### config.mk
export PLATFORM = sky130hd
export DESIGN_NAME = pll_switch_sequencer
export DESIGN_NICKNAME = d
export VERILOG_FILES = /design/src/pll_switch_pkg.sv /design/src/pll_switch_sequencer.sv
export VERILOG_INCLUDE_DIRS = /design/src
export SDC_FILE = /design/constraint.sdc
export NUM_CORES = 1
export LEC_CHECK = 0
export BUFFER_PORTS_ARGS = -buffer_cell sky130_fd_sc_hd__buf_2
export CORE_MARGIN = 3
export CORE_UTILIZATION = 43
export CTS_BUF_LIST = sky130_fd_sc_hd__clkbuf_2
export CTS_CLUSTER_DIAMETER = 40
export DETAILED_ROUTE_END_ITERATION = 6
export MAX_ROUTING_LAYER = met4
export PLACE_DENSITY_LB_ADDON = 0.08
export SLEW_MARGIN = 20
export SYNTH_ARGS = -nofsm -noshare
export SYNTH_HDL_FRONTEND = slang
export SYNTH_SLANG_ARGS = --single-unit
### constraint.sdc
create_clock -name ref_clk_i -period 4.4 [get_ports ref_clk_i]
set_clock_uncertainty 0.05 [all_clocks]
set_input_delay 0 -clock ref_clk_i [delete_from_list [all_inputs] [get_ports ref_clk_i]]
set_output_delay 0 -clock ref_clk_i [all_outputs]
set_load 0.05 [all_outputs]
### src/pll_switch_map.svh
`ifndef PLL_SWITCH_MAP_SVH
`define PLL_SWITCH_MAP_SVH

// register byte addresses (word aligned)
`define ADDR_SWITCH_CFG      6'h00
`define ADDR_VCO_DAC_CFG     6'h04
`define ADDR_SEQ_STATUS      6'h08

// reset values and the config write mask
`define SWITCH_CFG_RESET     32'h09E1CF88
`define SWITCH_CFG_WMASK     32'h3FFFFFFF
`define VCO_DAC_RESET        4'h5

// crystal switch configuration fields
`define F_STEP_INTERVAL      29:27
`define F_STEP_SIZE          26:24
`define B_RAMP_EN            23
`define F_CORRECTION         22:19
`define B_CORRECTION_EN      18
`define F_DIV_HOLD_SEL       17:15
`define F_PUMP_HOLD_SEL      14:12
`define B_DIV_RESET_EN       11
`define B_PUMP_GATE_EN       10
`define B_DOWN_LIM_EN        9
`define B_UP_LIM_EN          8
`define F_DOWN_CODE          7:4
`define F_UP_CODE            3:0

// legal hold edge selects
`define EDGE_SEL_MIN         3'h3
`define EDGE_SEL_MAX         3'h6

// feedback cycles that receive the correction
`define CORRECTED_CYCLES     2'h2

// timing: ramp interval unit and clock period
`define RAMP_UNIT_NS         1000
`define CLK_PERIOD_NS        10
`define RAMP_UNIT_CYCLES     ((`RAMP_UNIT_NS) / (`CLK_PERIOD_NS))

`endif

### src/pll_switch_pkg.sv
package pll_switch_pkg;

    // classic wishbone request from the master
    typedef struct packed {
        logic        cyc;
        logic        stb;
        logic        we;
        logic [5:0]  adr;
        logic [3:0]  sel;
        logic [31:0] dat;
    } wb_req_t;

    // state of the sequencer except the divide, offset and boost registers
    typedef struct packed {
        logic [31:0] cfg;
        logic [3:0]  dac;
        logic        ack;
        logic [31:0] rdat;
        logic        dbl_s1;
        logic        dbl_s2;
        logic        dbl_d;
        logic        sw_s1;
        logic        sw_s2;
        logic        sw_d;
        logic [2:0]  div_cnt;
        logic [2:0]  pump_cnt;
        logic        div_hold;
        logic        pump_hold;
        logic [1:0]  corr_left;
        logic        ramp_active;
        logic [9:0]  ramp_tick;
    } seq_state_t;

endpackage

### src/pll_switch_sequencer.sv
`include "pll_switch_map.svh"

module pll_switch_sequencer #(
    parameter int MOD_W = 16,
    parameter int OFF_W = 8
) (
    // clock and reset
    input  wire logic                    ref_clk_i,
    input  wire logic                    resetn_i,
    // wishbone slave
    input  wire pll_switch_pkg::wb_req_t wb_req_i,
    output logic [31:0]                  wb_dat_o,
    output logic                         wb_ack_o,
    // crystal switch and doubler pins
    input  wire logic                    xtal_switch_i,
    input  wire logic                    doubler_clk_i,
    // feedback path, same clock
    input  wire logic [MOD_W-1:0]        fractional_modulator_i,
    input  wire logic                    feedback_cycle_i,
    output logic [MOD_W-1:0]             divide_value_o,
    output logic                         divider_reset_o,
    // charge pump
    input  wire logic [OFF_W-1:0]        pump_offset_cfg_i,
    input  wire logic                    pump_boost_cfg_i,
    output logic                         pump_disable_o,
    output logic [OFF_W-1:0]             pump_offset_o,
    output logic                         pump_boost_o,
    // static analog codes
    output logic                         down_width_limiter_enable_o,
    output logic                         up_width_limiter_enable_o,
    output logic [3:0]                   down_width_code_o,
    output logic [3:0]                   up_width_code_o,
    output logic [3:0]                   vco_dac_code_o
);

    // widths the arithmetic below cannot serve
    if (MOD_W < 5 || OFF_W < 3) begin : g_bad_width
        $error("pll_switch_sequencer: MOD_W >= 5 and OFF_W >= 3 needed");
    end

    pll_switch_pkg::seq_state_t st_reg;
    pll_switch_pkg::seq_state_t st_next;
    logic [MOD_W-1:0]           div_reg;
    logic [MOD_W-1:0]           div_next;
    logic [OFF_W-1:0]           off_reg;
    logic [OFF_W-1:0]           off_next;
    logic                       boost_reg;
    logic                       boost_next;

    logic [31:0]       wmask;
    logic [31:0]       cfg_wr;
    logic              bus_req;
    logic              dbl_edge;
    logic              sw_event;
    logic [2:0]        div_cnt_inc;
    logic [2:0]        pump_cnt_inc;
    logic [MOD_W-1:0]  corr_ext;
    logic [9:0]        tick_last;
    logic [OFF_W:0]    off_sum;

    // byte enables widen into a bit mask
    assign wmask = {{8{wb_req_i.sel[3]}}, {8{wb_req_i.sel[2]}},
                    {8{wb_req_i.sel[1]}}, {8{wb_req_i.sel[0]}}};
    assign bus_req = wb_req_i.cyc & wb_req_i.stb & ~st_reg.ack;

    // edges are taken from the second synchroniser stage only
    assign dbl_edge = st_reg.dbl_s2 & ~st_reg.dbl_d;
    assign sw_event = st_reg.sw_s2 & ~st_reg.sw_d;

    assign div_cnt_inc  = st_reg.div_cnt + 3'h1;
    assign pump_cnt_inc = st_reg.pump_cnt + 3'h1;
    assign corr_ext = MOD_W'($signed(st_reg.cfg[`F_CORRECTION]));
    assign tick_last = 10'(`RAMP_UNIT_CYCLES
                           * int'(st_reg.cfg[`F_STEP_INTERVAL]) - 1);
    assign off_sum = {1'b0, off_reg}
                     + (OFF_W+1)'(st_reg.cfg[`F_STEP_SIZE]);

    // next state
    always_comb begin
        st_next    = st_reg;
        div_next   = fractional_modulator_i;
        off_next   = off_reg;
        boost_next = boost_reg;
        cfg_wr     = (st_reg.cfg & ~wmask)
                     | (wb_req_i.dat & wmask & `SWITCH_CFG_WMASK);

        // two-stage synchronisers for the pins
        st_next.dbl_s1 = doubler_clk_i;
        st_next.dbl_s2 = st_reg.dbl_s1;
        st_next.dbl_d  = st_reg.dbl_s2;
        st_next.sw_s1  = xtal_switch_i;
        st_next.sw_s2  = st_reg.sw_s1;
        st_next.sw_d   = st_reg.sw_s2;

        // bus: ack one cycle after the request, dropped the cycle after
        st_next.ack  = bus_req;
        st_next.rdat = 32'h00000000;
        if (bus_req) begin
            unique case (wb_req_i.adr)
                `ADDR_SWITCH_CFG: begin
                    st_next.rdat = st_reg.cfg;
                    if (wb_req_i.we) begin
                        // an illegal hold select keeps the old value
                        if (cfg_wr[`F_DIV_HOLD_SEL] < `EDGE_SEL_MIN ||
                            cfg_wr[`F_DIV_HOLD_SEL] > `EDGE_SEL_MAX) begin
                            cfg_wr[`F_DIV_HOLD_SEL] =
                                st_reg.cfg[`F_DIV_HOLD_SEL];
                        end
                        if (cfg_wr[`F_PUMP_HOLD_SEL] < `EDGE_SEL_MIN ||
                            cfg_wr[`F_PUMP_HOLD_SEL] > `EDGE_SEL_MAX) begin
                            cfg_wr[`F_PUMP_HOLD_SEL] =
                                st_reg.cfg[`F_PUMP_HOLD_SEL];
                        end
                        st_next.cfg = cfg_wr;
                    end
                end
                `ADDR_VCO_DAC_CFG: begin
                    st_next.rdat = {28'h0000000, st_reg.dac};
                    if (wb_req_i.we && wb_req_i.sel[0]) begin
                        st_next.dac = wb_req_i.dat[3:0];
                    end
                end
                `ADDR_SEQ_STATUS: begin
                    st_next.rdat = {17'h00000, st_reg.ramp_active,
                                    st_reg.corr_left, st_reg.pump_cnt,
                                    st_reg.div_cnt, 4'h0,
                                    st_reg.pump_hold, st_reg.div_hold};
                end
                default: begin
                    st_next.rdat = 32'h00000000; // unmapped reads zero
                end
            endcase
        end

        // count doubler edges; release each hold on its selected edge
        if (dbl_edge && st_reg.div_hold) begin
            st_next.div_cnt = div_cnt_inc;
            if (div_cnt_inc == st_reg.cfg[`F_DIV_HOLD_SEL]) begin
                st_next.div_hold = 1'b0;
            end
        end
        if (dbl_edge && st_reg.pump_hold) begin
            st_next.pump_cnt = pump_cnt_inc;
            if (pump_cnt_inc == st_reg.cfg[`F_PUMP_HOLD_SEL]) begin
                st_next.pump_hold = 1'b0;
            end
        end

        // corrected cycles count down once the divider runs again
        if (feedback_cycle_i && !st_reg.div_hold &&
            st_reg.corr_left != 2'h0) begin
            st_next.corr_left = st_reg.corr_left - 2'h1;
        end

        // offset ramp back to the programmed values
        if (st_reg.ramp_active) begin
            st_next.ramp_tick = st_reg.ramp_tick + 10'h001;
            if (st_reg.ramp_tick >= tick_last) begin
                st_next.ramp_tick = 10'h000;
                if (off_reg == pump_offset_cfg_i) begin
                    st_next.ramp_active = 1'b0;
                    boost_next          = pump_boost_cfg_i;
                end else if (off_sum >= {1'b0, pump_offset_cfg_i}) begin
                    off_next = pump_offset_cfg_i;
                end else begin
                    off_next = off_sum[OFF_W-1:0];
                end
            end
        end else begin
            off_next   = pump_offset_cfg_i;
            boost_next = pump_boost_cfg_i;
        end

        // a switchover clears both edge counters and restarts each enabled hold and the ramp; it wins over the steps above
        if (sw_event) begin
            st_next.div_cnt  = 3'h0;
            st_next.pump_cnt = 3'h0;
            if (st_reg.cfg[`B_DIV_RESET_EN]) begin
                st_next.div_hold  = 1'b1;
                st_next.corr_left = `CORRECTED_CYCLES;
            end
            if (st_reg.cfg[`B_PUMP_GATE_EN]) begin
                st_next.pump_hold = 1'b1;
            end
            if (st_reg.cfg[`B_RAMP_EN]) begin
                st_next.ramp_active = 1'b1;
                st_next.ramp_tick   = 10'h000;
                off_next            = '0;
                boost_next          = 1'b0;
            end
        end

        // override only while corrected cycles remain
        if (st_reg.cfg[`B_CORRECTION_EN] && st_reg.corr_left != 2'h0) begin
            div_next = fractional_modulator_i + corr_ext;
        end
    end

    // state registers
    always_ff @(posedge ref_clk_i or negedge resetn_i) begin
        if (!resetn_i) begin
            st_reg     <= '0;
            st_reg.cfg <= `SWITCH_CFG_RESET;
            st_reg.dac <= `VCO_DAC_RESET;
            div_reg    <= '0;
            off_reg    <= '0;
            boost_reg  <= 1'b0;
        end else begin
            st_reg     <= st_next;
            div_reg    <= div_next;
            off_reg    <= off_next;
            boost_reg  <= boost_next;
        end
    end

    // all outputs straight from flip-flops
    assign wb_dat_o        = st_reg.rdat;
    assign wb_ack_o        = st_reg.ack;
    assign divide_value_o  = div_reg;
    assign divider_reset_o = st_reg.div_hold;
    assign pump_disable_o  = st_reg.pump_hold;
    assign pump_offset_o   = off_reg;
    assign pump_boost_o    = boost_reg;
    // limiter enables are software's to sequence around lock
    assign down_width_limiter_enable_o = st_reg.cfg[`B_DOWN_LIM_EN];
    assign up_width_limiter_enable_o   = st_reg.cfg[`B_UP_LIM_EN];
    assign down_width_code_o = st_reg.cfg[`F_DOWN_CODE];
    assign up_width_code_o   = st_reg.cfg[`F_UP_CODE];
    assign vco_dac_code_o    = st_reg.dac;

endmodule

; ---- Word-level counts from Yosys, hierarchy flattened
; Index checks and enable logic that the tools add are counted.
; Widths: inputs -> output; s select.
[word_totals]
register_bits = 121
latch_bits = 0
ramBits = 0
romBits = 0
input_bits = 75
output_inout_bits = 74
elab_cells = 100
memories = 0
[classes]
add_sub_neg = 7
n_mul = 1
n_div = 0
order_cmp = 6
eq_ne = 5
shift = 0
mux = 29
bitwise_logic = 13
reduce_logical = 17
[ops]
columns = cell, n
row1 = $pmux 32 s3, 1
row2 = $mux 8, 6
row3 = $mux 11, 3
row4 = $and 32x32->32, 1
row5 = $mux 32, 1
row6 = $not 32->32, 1
row7 = $or 32x30->32, 1
row8 = $and 30x30->30, 1
row9 = $mux 21, 1
row10 = $add 16x16->16, 1
row11 = $mux 16, 1
row12 = $mux 1, 12
row13 = $add 10x1->10 const B, 1
row14 = $ge 10x10->1, 1
row15 = $sub 10x1->10 const B, 1
row16 = $add 8x3->9, 1
row17 = $ge 9x8->1, 1
row18 = $eq 8x8->1, 1
row19 = $mul 5x3->8 const A, 1
row20 = $reduce_and 4->1, 2
row21 = $add 3x1->3 const B, 2
row22 = $eq 3x3->1, 2
row23 = $eq 6x3->1 const B, 1
row24 = $eq 6x4->1 const B, 1
row25 = 13 further kinds, 33

; ---- Longest topological paths before layout
; Gate-level depths: netlist of the first run.
[depth]
word_depth = 8
mapped_depth = 14
mapped_depth_nobuf = 14

; ---- Least setup slack after synthesis of the first run
; Ideal clock, no wire load.
[synth_path]
path_type = reg-to-reg
startpoint = register off_reg[0], in the netlist pump_offset_o[0]
endpoint = register off_reg[0], in the netlist pump_offset_o[0]
setup_time_ps = 143
arrival_ps = 2938
required_time_ps = 4207
setup_slack_ps = 1269
stages_incl_launch_ff = 13
n_path_buf = 0
period_less_slack_ps = 3131
cell_sequence = dfrtp_1 -> ha_1 -> fa_1 -> a21o_1 -> nand2b_1 -> xnor2_1 -> ha_1 -> a21o_1 -> a221oi_1 -> o21a_1 -> nand2_2 -> mux2i_1 -> o221ai_1
[synth_between]
elab_chain_cells = 8
word_cells_on_any_way = 9
classes_between = add/sub (1) / order compare (1) / eq/ne (1) / mux (6)
[synth_rtl]
columns = element, line
row1 = "start, declared", pll_switch_sequencer.sv:45  ; logic [OFF_W-1:0] off_reg;
row2 = "start signal, assigned", pll_switch_sequencer.sv:211  ; off_reg <= off_next;
row3 = $add 8x3->9, pll_switch_sequencer.sv:75  ; assign off_sum = {1'b0, off_reg}
row4 = $ge 9x8->1, pll_switch_sequencer.sv:163  ; end else if (off_sum >= {1'b0, pump_offset_cfg_i}) begin
row5 = $mux 8, pll_switch_sequencer.sv:163
row6 = $mux 8, pll_switch_sequencer.sv:160  ; if (off_reg == pump_offset_cfg_i) begin
row7 = $mux 8 *, pll_switch_sequencer.sv:158  ; if (st_reg.ramp_tick >= tick_last) begin
row8 = $mux 8 *, pll_switch_sequencer.sv:156  ; if (st_reg.ramp_active) begin
row9 = $mux 8, pll_switch_sequencer.sv:185  ; if (st_reg.cfg[`B_RAMP_EN]) begin
row10 = $mux 8 *, pll_switch_sequencer.sv:175  ; if (sw_event) begin
row11 = named net off_next[0], pll_switch_sequencer.sv:46  ; logic [OFF_W-1:0] off_next;
; The timed path passes the listed nets; every way through them passes the cells marked *.
; A chain may end at the register's enable or synchronous reset.

==> results.json, run 1 <==
{
  "cts.sinks": 121,
  "core_area_sq_mm": 0.01543,
  "drc": 0,
  "yosys.area.top_type_share_pct": 38.21,
  "insertedDiodeCount": 0,
  "yosysSeqAreaShare_pct": 44.32,
  "gp_congestion": 0.8380,
  "dp_slack_ps": 1005,
  "grt_pass1_vias": 6222,
  "crit_top_cell": "ha_1",
  "die-area_sq_mm": 0.01755,
  "die_w_um": 132.5,
  "worstSetupPathType": "register to register",
  "critPathRequiredTime_ps": 4940,
  "slowest_stage": "dlygate4sd3_1",
  "dieHeight_um": 132.5,
  "slew_viol_final": 0,
  "synthTopCellsByCount": "dfrtp_1, nand2_1, ha_1, buf_4, nor2_1",
  "via_per_inst": 5.038,
  "ys_seq_elements": 121,
  "ir_worst_vdd_v": 0.0001487,
  "fp-row-count": 45,
  "start_util_pct": 44.57,
  "synth.area.top_cells": "dfrtp_1, ha_1, dfstp_2",
  "dr.pass1.iters": 4,
  "numCtsBuffers": 17,
  "grt_pass1_wl_um": 29920,
  "wire_per_inst_um": 15.15,
  "finalCritPeriodShare_pct": 93.45,
  "fin_crit_ps": 4112,
  "yosys_warnings": 0,
  "fmax_mhz": 243.2,
  "setup-tns-final_ps": 0,
  "synthDistinctLibCells": 57,
  "tightest_slew_ps": 799.4,
  "htree_levels": 4,
  "syn_nets": 784,
  "drt-total-wl_um": 17540,
  "antenna_found_initial": 0,
  "clk_latency_ps": 700,
  "synth-edff-count": 0,
  "max_stage_delay_ps": 550,
  "cts-root-buf": "clkbuf_2",
  "synthCells": 660,
  "outcome": "complete, no violations",
  "power.leakage_nw": 4.803,
  "syn_area_per_cell_sq_um": 10.42,
  "dp_hpwl_um": 11490,
  "drv_cap": 0,
  "setup_ws_ps": 288.0,
  "grt_max_degree": 61,
  "drtAntennaViolNets": 0,
  "async_flop_share_pct": 100.0,
  "startpoint_type": "register",
  "crit_buf_inv": 3,
  "via_count": 5834,
  "worst_setup_path_end_kind": "register",
  "io_pins": 149,
  "synthFlopType": "dfrtp_1",
  "overflow": 0,
  "track_usage_pct": 21.53,
  "post-synth-top-count-cell": "dfrtp_1",
  "clockBufferDepth": 2,
  "hold_viol_final": 0,
  "worst-endpoint-arrival_ps": 4650,
  "finalSetupViolCount": 0,
  "critPathMaxFanout": 5,
  "final_core_util_pct": 61.05,
  "first_iter_violations": 239,
  "synth_top_cell_by_area": "dfrtp_1",
  "nets": 1058,
  "synth.cell_area_sq_mm": 0.006877,
  "area_growth_pct": 36.95,
  "rsz0062_at_grt": "false",
  "hold_path_class": "input port to register",
  "power.density_mw_per_mm2": 262.8,
  "final_layout_size_suffix_gt1_share_pct": 25.34,
  "cts.reportedPaths.clkPinSlew_ps": 210,
  "buffer_ports.inserted": 146,
  "slew_headroom_pct": 46.71,
  "path_cells": "inv_1 -> ha_1 -> ha_1 -> ha_1 -> nor3_1 -> xor2_1 -> ha_1 -> o2111a_1 -> a221oi_2 -> o21ai_1 -> nand3_1 -> dlygate4sd3_1 -> o21ai_0 -> dlygate4sd3_1",
  "crit_family": "buffers and inverters",
  "cts_tree": "done"
}
==> area by class of cell <==
class                   count  area (sq um)
clock buffers              17         85.08
fillers                  1349          6010
well taps                 211         264.0
multi-input cells         453          3344
inverters                  27         101.3
clock inverters            15         148.9
flip-flops and latches    121          3049
repair buffers            314          2425
==> worst reg2reg max path: stages (launching register included) <==
cell           delay, ps
dfrtp_1              440
inv_1                150
ha_1                 260
ha_1                 200
ha_1                 290
nor3_1               220
xor2_1               180
ha_1                 290
o2111a_1             170
a221oi_2             360
o21ai_1              140
nand3_1              110
dlygate4sd3_1        540
o21ai_0               70
dlygate4sd3_1        550
==> stage by stage <==
| step | total power [mW] | area, sq um | instances | hold slack [ps] |
|---|---|---|---|---|
| 6_report | 2.475 | 9418 | 1158 | 74.13 |
| 5_1_grt | 2.640 | 9418 | 1158 | 8.401 |
| 4_1_cts | 2.504 | 9390 | 1156 | 3.169 |
| 3_5_place_dp | 1.691 | 7497 | 960 | 62.24 |
| 3_3_place_gp | 1.672 | 7497 | 960 | 64.34 |
| 2_1_floorplan | 1.541 | 6877 | 660 | -345.6 |
==> placed cells by master, fill, tap and decap left out, types with 6 or more instances in the layout <==
cell,count
and2_1,22
nand3_1,14
nor2b_1,6
nand4_1,9
nor2_1,45
nor3_1,10
a211oi_1,6
inv_6,8
nand2_1,56
and3_1,7
dfrtp_1,104
inv_1,27
a21o_1,7
dfstp_2,16
clkbuf_2,17
mux2i_1,24
o221ai_1,7
a21oi_1,27
xor2_1,31
buf_2,145
o21ai_0,16
xnor2_1,20
mux2_2,32
ha_1,47
dlygate4sd3_1,164
==> cells by family after synthesis <==
logic type / after synthesis / synth area share (%)
multiplexers: 56 / 8.734
AO/OA/AOI/OAI: 103 / 10.13
XOR/XNOR: 51 / 6.496
flip-flops: 121 / 44.32
AND/OR/NAND/NOR: 194 / 14.01
buffers and inverters: 86 / 7.169
adder cells (fa/ha/maj): 49 / 9.134
==> report_power, final <==
group	leakage [nW]	internal [mW]	switching [mW]
sequential	1.55	1.18	0.0653
combinational	3.11	0.257	0.274
clock	0.137	0.180	0.518
==> routing by layer <==
metal / track usage [%] / wire, um / vias to the layer above
met5: - / 0 / -
li1: - / - / 2820
met3: 4.715 / 812 / 22
met2: 36.56 / 8975 / 145
met4: 6.178 / 268 / 0
met1: 25.88 / 7483 / 2847
==> path summary, 6_finish.rpt <==
kind | startpoint | endpoint | slack, ps | depth (start not counted)
setup / recovery | register | pump_boost_o$_DFF_PN0_ | 290 | 14
hold / removal | pump_offset_cfg_i[3] | pump_offset_o[3]$_DFF_PN0_ | 70 | 4
setup reg to reg | register | pump_boost_o$_DFF_PN0_ | 290 | 14
hold reg to reg | st_next[22]$_DFF_PN0_ | st_next[21]$_DFF_PN0_ | 330 | 0
max in group asynchronous | resetn_i | st_reg[81]$_DFFE_PN0P_ | 3170 | 4
min in group asynchronous | resetn_i | async pin | 360 | 3
==> repair_timing <==
action / in CTS / in global routing
hold endpoints to repair: 141 / 1
resized for setup: 0 / 3
buffers inserted: 0 / 1
endpoints found under the setup margin: 0 / 1
hold buffers: 164 / 1
Note: power is estimated with default switching activity, not from simulation.
==> inputs of run 2 (changes only) <==
Settings changed: RECOVER_POWER set to 50.
Clock period 4.4 ns to 4.34 ns, I/O delays scaled along.
==> results.json, run 2 (synthesis results as in run 1) <==
{
  "fp-row-count": 45,
  "power.density_mw_per_mm2": 272.0,
  "overflow": 0,
  "hold_path_class": "input port to register",
  "rsz0062_at_grt": "false",
  "power.leakage_nw": 4.669,
  "numCtsBuffers": 17,
  "cts_setup_buffers": 0,
  "max_stage_delay_ps": 550,
  "regArea_sq_mm": 0.003048,
  "grt_max_degree": 56,
  "violations": "max-capacitance violations, max-slew violations",
  "fin_crit_ps": 3805,
  "drv_cap": 3,
  "finalSetupViolCount": 0,
  "drtAntennaViolNets": 0,
  "ir_worst_vdd_v": 0.0001343,
  "cts.reportedPaths.clkPinSlew_ps": 220,
  "clkPwrFrac_pct": 29.3,
  "grt_pass1_wl_um": 29610,
  "tightest_slew_ps": 2894,
  "wire_per_inst_um": 15.23,
  "via_count": 5789,
  "via_per_inst": 5.012,
  "outcome": "finished with violations",
  "multi_input_area_sq_mm": 0.003338,
  "drc": 0,
  "dieHeight_um": 132.5,
  "setup-tns-final_ps": 0,
  "power_frac_comb_pct": 20.7,
  "finalCritPeriodShare_pct": 87.67,
  "grt_pass1_vias": 6128,
  "critPathMaxFanout": 5,
  "dr.pass1.iters": 5,
  "final_common_cell": "dlygate4sd3_1",
  "die_w_um": 132.5,
  "layout_common_cells": "dlygate4sd3_1, buf_2, dfrtp_1",
  "gp_congestion": 0.8393,
  "fin_hold_ws_ps": 71.64,
  "power.switching_mw": 0.8537,
  "nets": 1055,
  "track_usage_pct": 21.26,
  "slew_headroom_pct": -92.94,
  "cts_tree": "done",
  "p_int_mw": 1.681,
  "clk_latency_ps": 690,
  "dp_hpwl_um": 11510,
  "startpoint_type": "register",
  "slowest_stage": "dlygate4sd3_1",
  "worst_setup_path_end_kind": "register",
  "fmax_mhz": 262.8,
  "n_fill_cell": 1351,
  "critPathRequiredTime_ps": 4870,
  "final_layout_size_suffix_gt1_share_pct": 21.93,
  "clockBufferDepth": 2,
  "first_iter_violations": 192,
  "htree_levels": 4,
  "worst-endpoint-arrival_ps": 4340,
  "worstSetupPathType": "register to register",
  "start_util_pct": 44.57,
  "path_cells": "inv_1 -> ha_1 -> ha_1 -> ha_1 -> nor3_1 -> xor2_1 -> ha_1 -> o2111a_1 -> a221oi_1 -> o21ai_0 -> nand3_1 -> dlygate4sd3_1 -> o21ai_0",
  "buffer_ports.inserted": 146,
  "cts-root-buf": "clkbuf_2",
  "io_pins": 149,
  "power.total_mw": 2.535,
  "power_frac_seq_pct": 49.9,
  "switching_share_pct": 33.68,
  "cts.sinks": 121,
  "core_area_sq_mm": 0.01543,
  "area_growth_pct": 35.52,
  "hold_viol_final": 0,
  "crit_buf_inv": 2,
  "crit_top_cell": "ha_1",
  "drt-total-wl_um": 17590,
  "crit_family": "adder cells",
  "slew_viol_final": 122,
  "insertedDiodeCount": 0,
  "die-area_sq_mm": 0.01755,
  "antenna_found_initial": 0
}
run 2: changes by cell type in the layout (fill, tap and decap cells not counted), sizes merged:
cell,before,now
buf,150,119
bufinv,0,1
clkbuf,17,48
clkinv,3,4
clkinvlp,2,1
dlygate4sd3,164,161
inv,37,36
run 2: area by class of cell:
type	instances	area share (%)
timing repair buffer	311	24.96
tap	211	2.833
inverter	27	1.088
sequential	121	32.71
multi-input combinational	453	35.82
clock buffer	17	0.9130
clock inverter	15	1.678
run 2: worst paths after layout:
path | startpoint | to | slack [ps] | depth (start not counted)
min in group asynchronous | resetn_i | async pin | 490 | 3
max | register | pump_boost_o$_DFF_PN0_ | 540 | 13
max reg2reg | register | pump_boost_o$_DFF_PN0_ | 540 | 13
min reg2reg | st_next[22]$_DFF_PN0_ | st_next[21]$_DFF_PN0_ | 330 | 0
min | pump_offset_cfg_i[5] | pump_offset_o[5]$_DFF_PN0_ | 70 | 4
max in group asynchronous | resetn_i | st_next[22]$_DFF_PN0_ | 1020 | 4
run 2: metrics by stage:
stage	worst slack [ps]	util, %	instance area (sq um)	std cells
after detailed placement	908.5	48.65	7505	961
final	535.3	60.41	9319	1155
after floorplan	1209	-	6877	660
after CTS	544.1	60.66	9358	1153
after global routing	229.6	60.41	9319	1155
after global placement	1011	48.65	7505	961
run 2: tightest hold or removal path, stage by stage:
cell	delay, ps
dlygate4sd3_1	530
buf_2	140
nand2_1	50
o221ai_1	70
run 2: routing by layer:
| layer | track usage, % | part of all wire (%) | wire (um) |
|---|---|---|---|
| met1 | 25.43 | 43 | 7591 |
| met2 | 36.05 | 51 | 8981 |
| met3 | 4.943 | 4.1 | 722 |
| met4 | 6.062 | 1.7 | 291 |
| met5 | - | 0 | 0 |
run 2: timing repair:
action,in CTS,in global routing
endpoints found under the hold margin,190,2
hold buffers,160,2
gates resized for setup,0,0
run 2: power groups by stage:
stage	clock network [mW]	logic, mW	registers, mW
final	0.743	0.526	1.27
after global routing	0.831	0.589	1.28
after CTS	0.768	0.530	1.27
after detailed placement	0	0.431	1.28
after global placement	0	0.416	1.28
after floorplan	0	0.257	1.31
==> inputs of run 3 (changes only) <==
--- a/config.mk
+++ b/config.mk
@@ -7,4 +7,5 @@
 export NUM_CORES = 1
 export LEC_CHECK = 0
+export ABC_AREA = 1
 export BUFFER_PORTS_ARGS = -buffer_cell sky130_fd_sc_hd__buf_2
 export CORE_MARGIN = 3
--- a/constraint.sdc
+++ b/constraint.sdc
@@ -3,3 +3,3 @@
 set_input_delay 0 -clock ref_clk_i [delete_from_list [all_inputs] [get_ports ref_clk_i]]
 set_output_delay 0 -clock ref_clk_i [all_outputs]
-set_load 0.05 [all_outputs]
+set_load 0.01 [all_outputs]
==> results.json, run 3 <==
{
  "outcome": "finished with violations",
  "violations": "max-capacitance violations, max-slew violations",
  "synthDistinctLibCells": 48,
  "final_common_cell": "dlygate4sd3_1",
  "tightest_slew_ps": 2195,
  "worst_setup_path_end_kind": "register",
  "cts_tree": "done",
  "dr.pass1.iters": 5,
  "synth_xor_area_share_pct": 3.462,
  "fmax_mhz": 247.2,
  "first_iter_violations": 279,
  "core_area_sq_mm": 0.01600,
  "layout_common_cells": "dlygate4sd3_1, nand2_1, buf_2",
  "synth.cell_area_sq_mm": 0.007083,
  "routed-wl-met3_um": 833,
  "synth_top_family_by_area": "simple AND/OR/NAND/NOR gates",
  "synth_top_cell_by_area": "dfrtp_1",
  "fin_hold_ws_ps": 137.6,
  "drt-total-wl_um": 18580,
  "critPathRequiredTime_ps": 4860,
  "wire_per_inst_um": 13.55,
  "finalSetupViolCount": 0,
  "top_layer_used": "met4",
  "synth.area.mux_share_pct": 1.201,
  "power.density_mw_per_mm2": 282.3,
  "die_w_um": 134.3,
  "synth_fa_ha_area_share_pct": 8.868,
  "startpoint_type": "register",
  "synth_compound_area_share_pct": 11.57,
  "setup-tns-final_ps": 0,
  "n_fill_cell": 1453,
  "htree_levels": 4,
  "syn_area_per_cell_sq_um": 8.422,
  "buffer_ports.inserted": 146,
  "slew_viol_final": 119,
  "track_usage_pct": 22.19,
  "slew_headroom_pct": -46.34,
  "rsz0062_at_grt": "false",
  "drtAntennaViolNets": 0,
  "grt_pass1_vias": 6571,
  "cts.sinks": 121,
  "final_layout_size_suffix_gt1_share_pct": 19.32,
  "fp-row-count": 46,
  "finalCritPeriodShare_pct": 93.20,
  "io_pins": 149,
  "synth-simple-area-share_pct": 20.21,
  "ir_worst_vdd_v": 0.0001815,
  "cts-root-buf": "clkbuf_2",
  "dp_slack_ps": 880.7,
  "critPathMaxFanout": 5,
  "syn_nets": 965,
  "hold_viol_final": 0,
  "nets": 1265,
  "yosysSeqAreaShare_pct": 43.03,
  "met2_length_um": 9278,
  "worst-endpoint-arrival_ps": 4560,
  "async_flop_share_pct": 100.0,
  "ys_seq_elements": 121,
  "post-synth-top-count-cell": "nand2_1",
  "start_util_pct": 44.27,
  "via_per_inst": 4.738,
  "fin_crit_ps": 4045,
  "wl_met1_um": 8241,
  "dp_hpwl_um": 12050,
  "clockBufferDepth": 2,
  "cts.reportedPaths.clkPinSlew_ps": 210,
  "grt_pass1_wl_um": 31320,
  "gp_congestion": 0.8355,
  "synthCells": 841,
  "synthTopCellsByCount": "nand2_1, dfrtp_1, inv_1, nor2_1, nand3_1",
  "drc": 0,
  "hold_path_class": "input port to register",
  "overflow": 0,
  "synthFlopType": "dfrtp_1",
  "clk_latency_ps": 690,
  "dieHeight_um": 134.3,
  "power.leakage_nw": 5.026,
  "setup_ws_ps": 295.3,
  "via_count": 6496,
  "synth-edff-count": 0,
  "grt_max_degree": 42,
  "worstSetupPathType": "register to register",
  "synth.area.top_cells": "dfrtp_1, ha_1, nand2_1",
  "antenna_found_initial": 1,
  "drv_cap": 3,
  "numCtsBuffers": 17,
  "yosys_warnings": 0,
  "yosys.area.top_type_share_pct": 37.10,
  "die-area_sq_mm": 0.01805,
  "area_growth_pct": 38.19
}
run 3: layer usage:
metal  vias up  GRT usage (%)
li1       3292              -
met1      3050          27.48
met2       138          36.98
met3        16          4.764
met4         0          6.052
met5         -              -
run 3: cells by family after synthesis:
logic type	Yosys count
AOI/OAI and AO/OA	141
xor gates and xnor gates	28
buffers and inverters	171
DFF	121
and+or+nand+nor	323
muxes	8
adders and majority gates	49
run 3: power by group:
group	switching [mW]	internal [mW]	total, mW
clock network	0.491	0.218	0.709
logic	0.387	0.359	0.746
registers	0.0619	1.25	1.31
total	0.940	1.82	2.76
run 3: final cells by class:
type	instances	area [sq um]	area share, %
timing repair buffer	338	2599	26.55
sequential	121	3048	31.14
multi-input combinational	549	3213	32.83
antenna	1	2.502	0.02557
clock buffer	17	85.08	0.8692
clock inverter	15	141.4	1.444
inverter	114	429.2	4.385
tap	216	270.3	2.761
run 3: critical path: stages, from the launching register on:
cell	delay, ps
dfrtp_1	460
inv_2	90
ha_1	280
ha_1	200
ha_1	300
nor3_1	210
xor2_1	100
ha_1	300
nand2_1	70
nor2_1	140
nand3_1	90
nand3_1	140
inv_2	70
o21ai_2	160
nand2_1	60
dlygate4sd3_1	560
nand2_1	70
nor2_1	40
dlygate4sd3_1	550
run 3: worst paths after layout:
path / start / to / slack [ps] / depth (start not counted)
min reg2reg: st_next[22]$_DFF_PN0_ / st_next[21]$_DFF_PN0_ / 330 / 0
min in group asynchronous: resetn_i / vco_dac_code_o[2]$_DFFE_PN1P_ / 660 / 3
max in group asynchronous: resetn_i / st_reg[77]$_DFFE_PN0P_ / 1470 / 4
min: pump_offset_cfg_i[6] / pump_offset_o[6]$_DFF_PN0_ / 140 / 4
max reg2reg: register / pump_boost_o$_DFF_PN0_ / 300 / 18
max: register / pump_boost_o$_DFF_PN0_ / 300 / 18
run 3: stage by stage:
stage | power (mW) | area, sq um | instances | utilization [%]
global route | 2.958 | 9788 | 1371 | 61.17
global placement | 1.885 | 7705 | 1148 | 48.15
floorplan | 1.661 | 7083 | 841 | -
detailed placement | 1.886 | 7705 | 1148 | 48.15
CTS | 2.797 | 9833 | 1369 | 61.46
finish | 2.763 | 9788 | 1371 | 61.17
run 3: repair_timing:
item | CTS | global route
endpoints found under the setup margin | 0 | 1
setup buffers | 0 | 1
resized for setup | 0 | 3
hold endpoints to repair | 209 | 0
hold buffers | 189 | 0
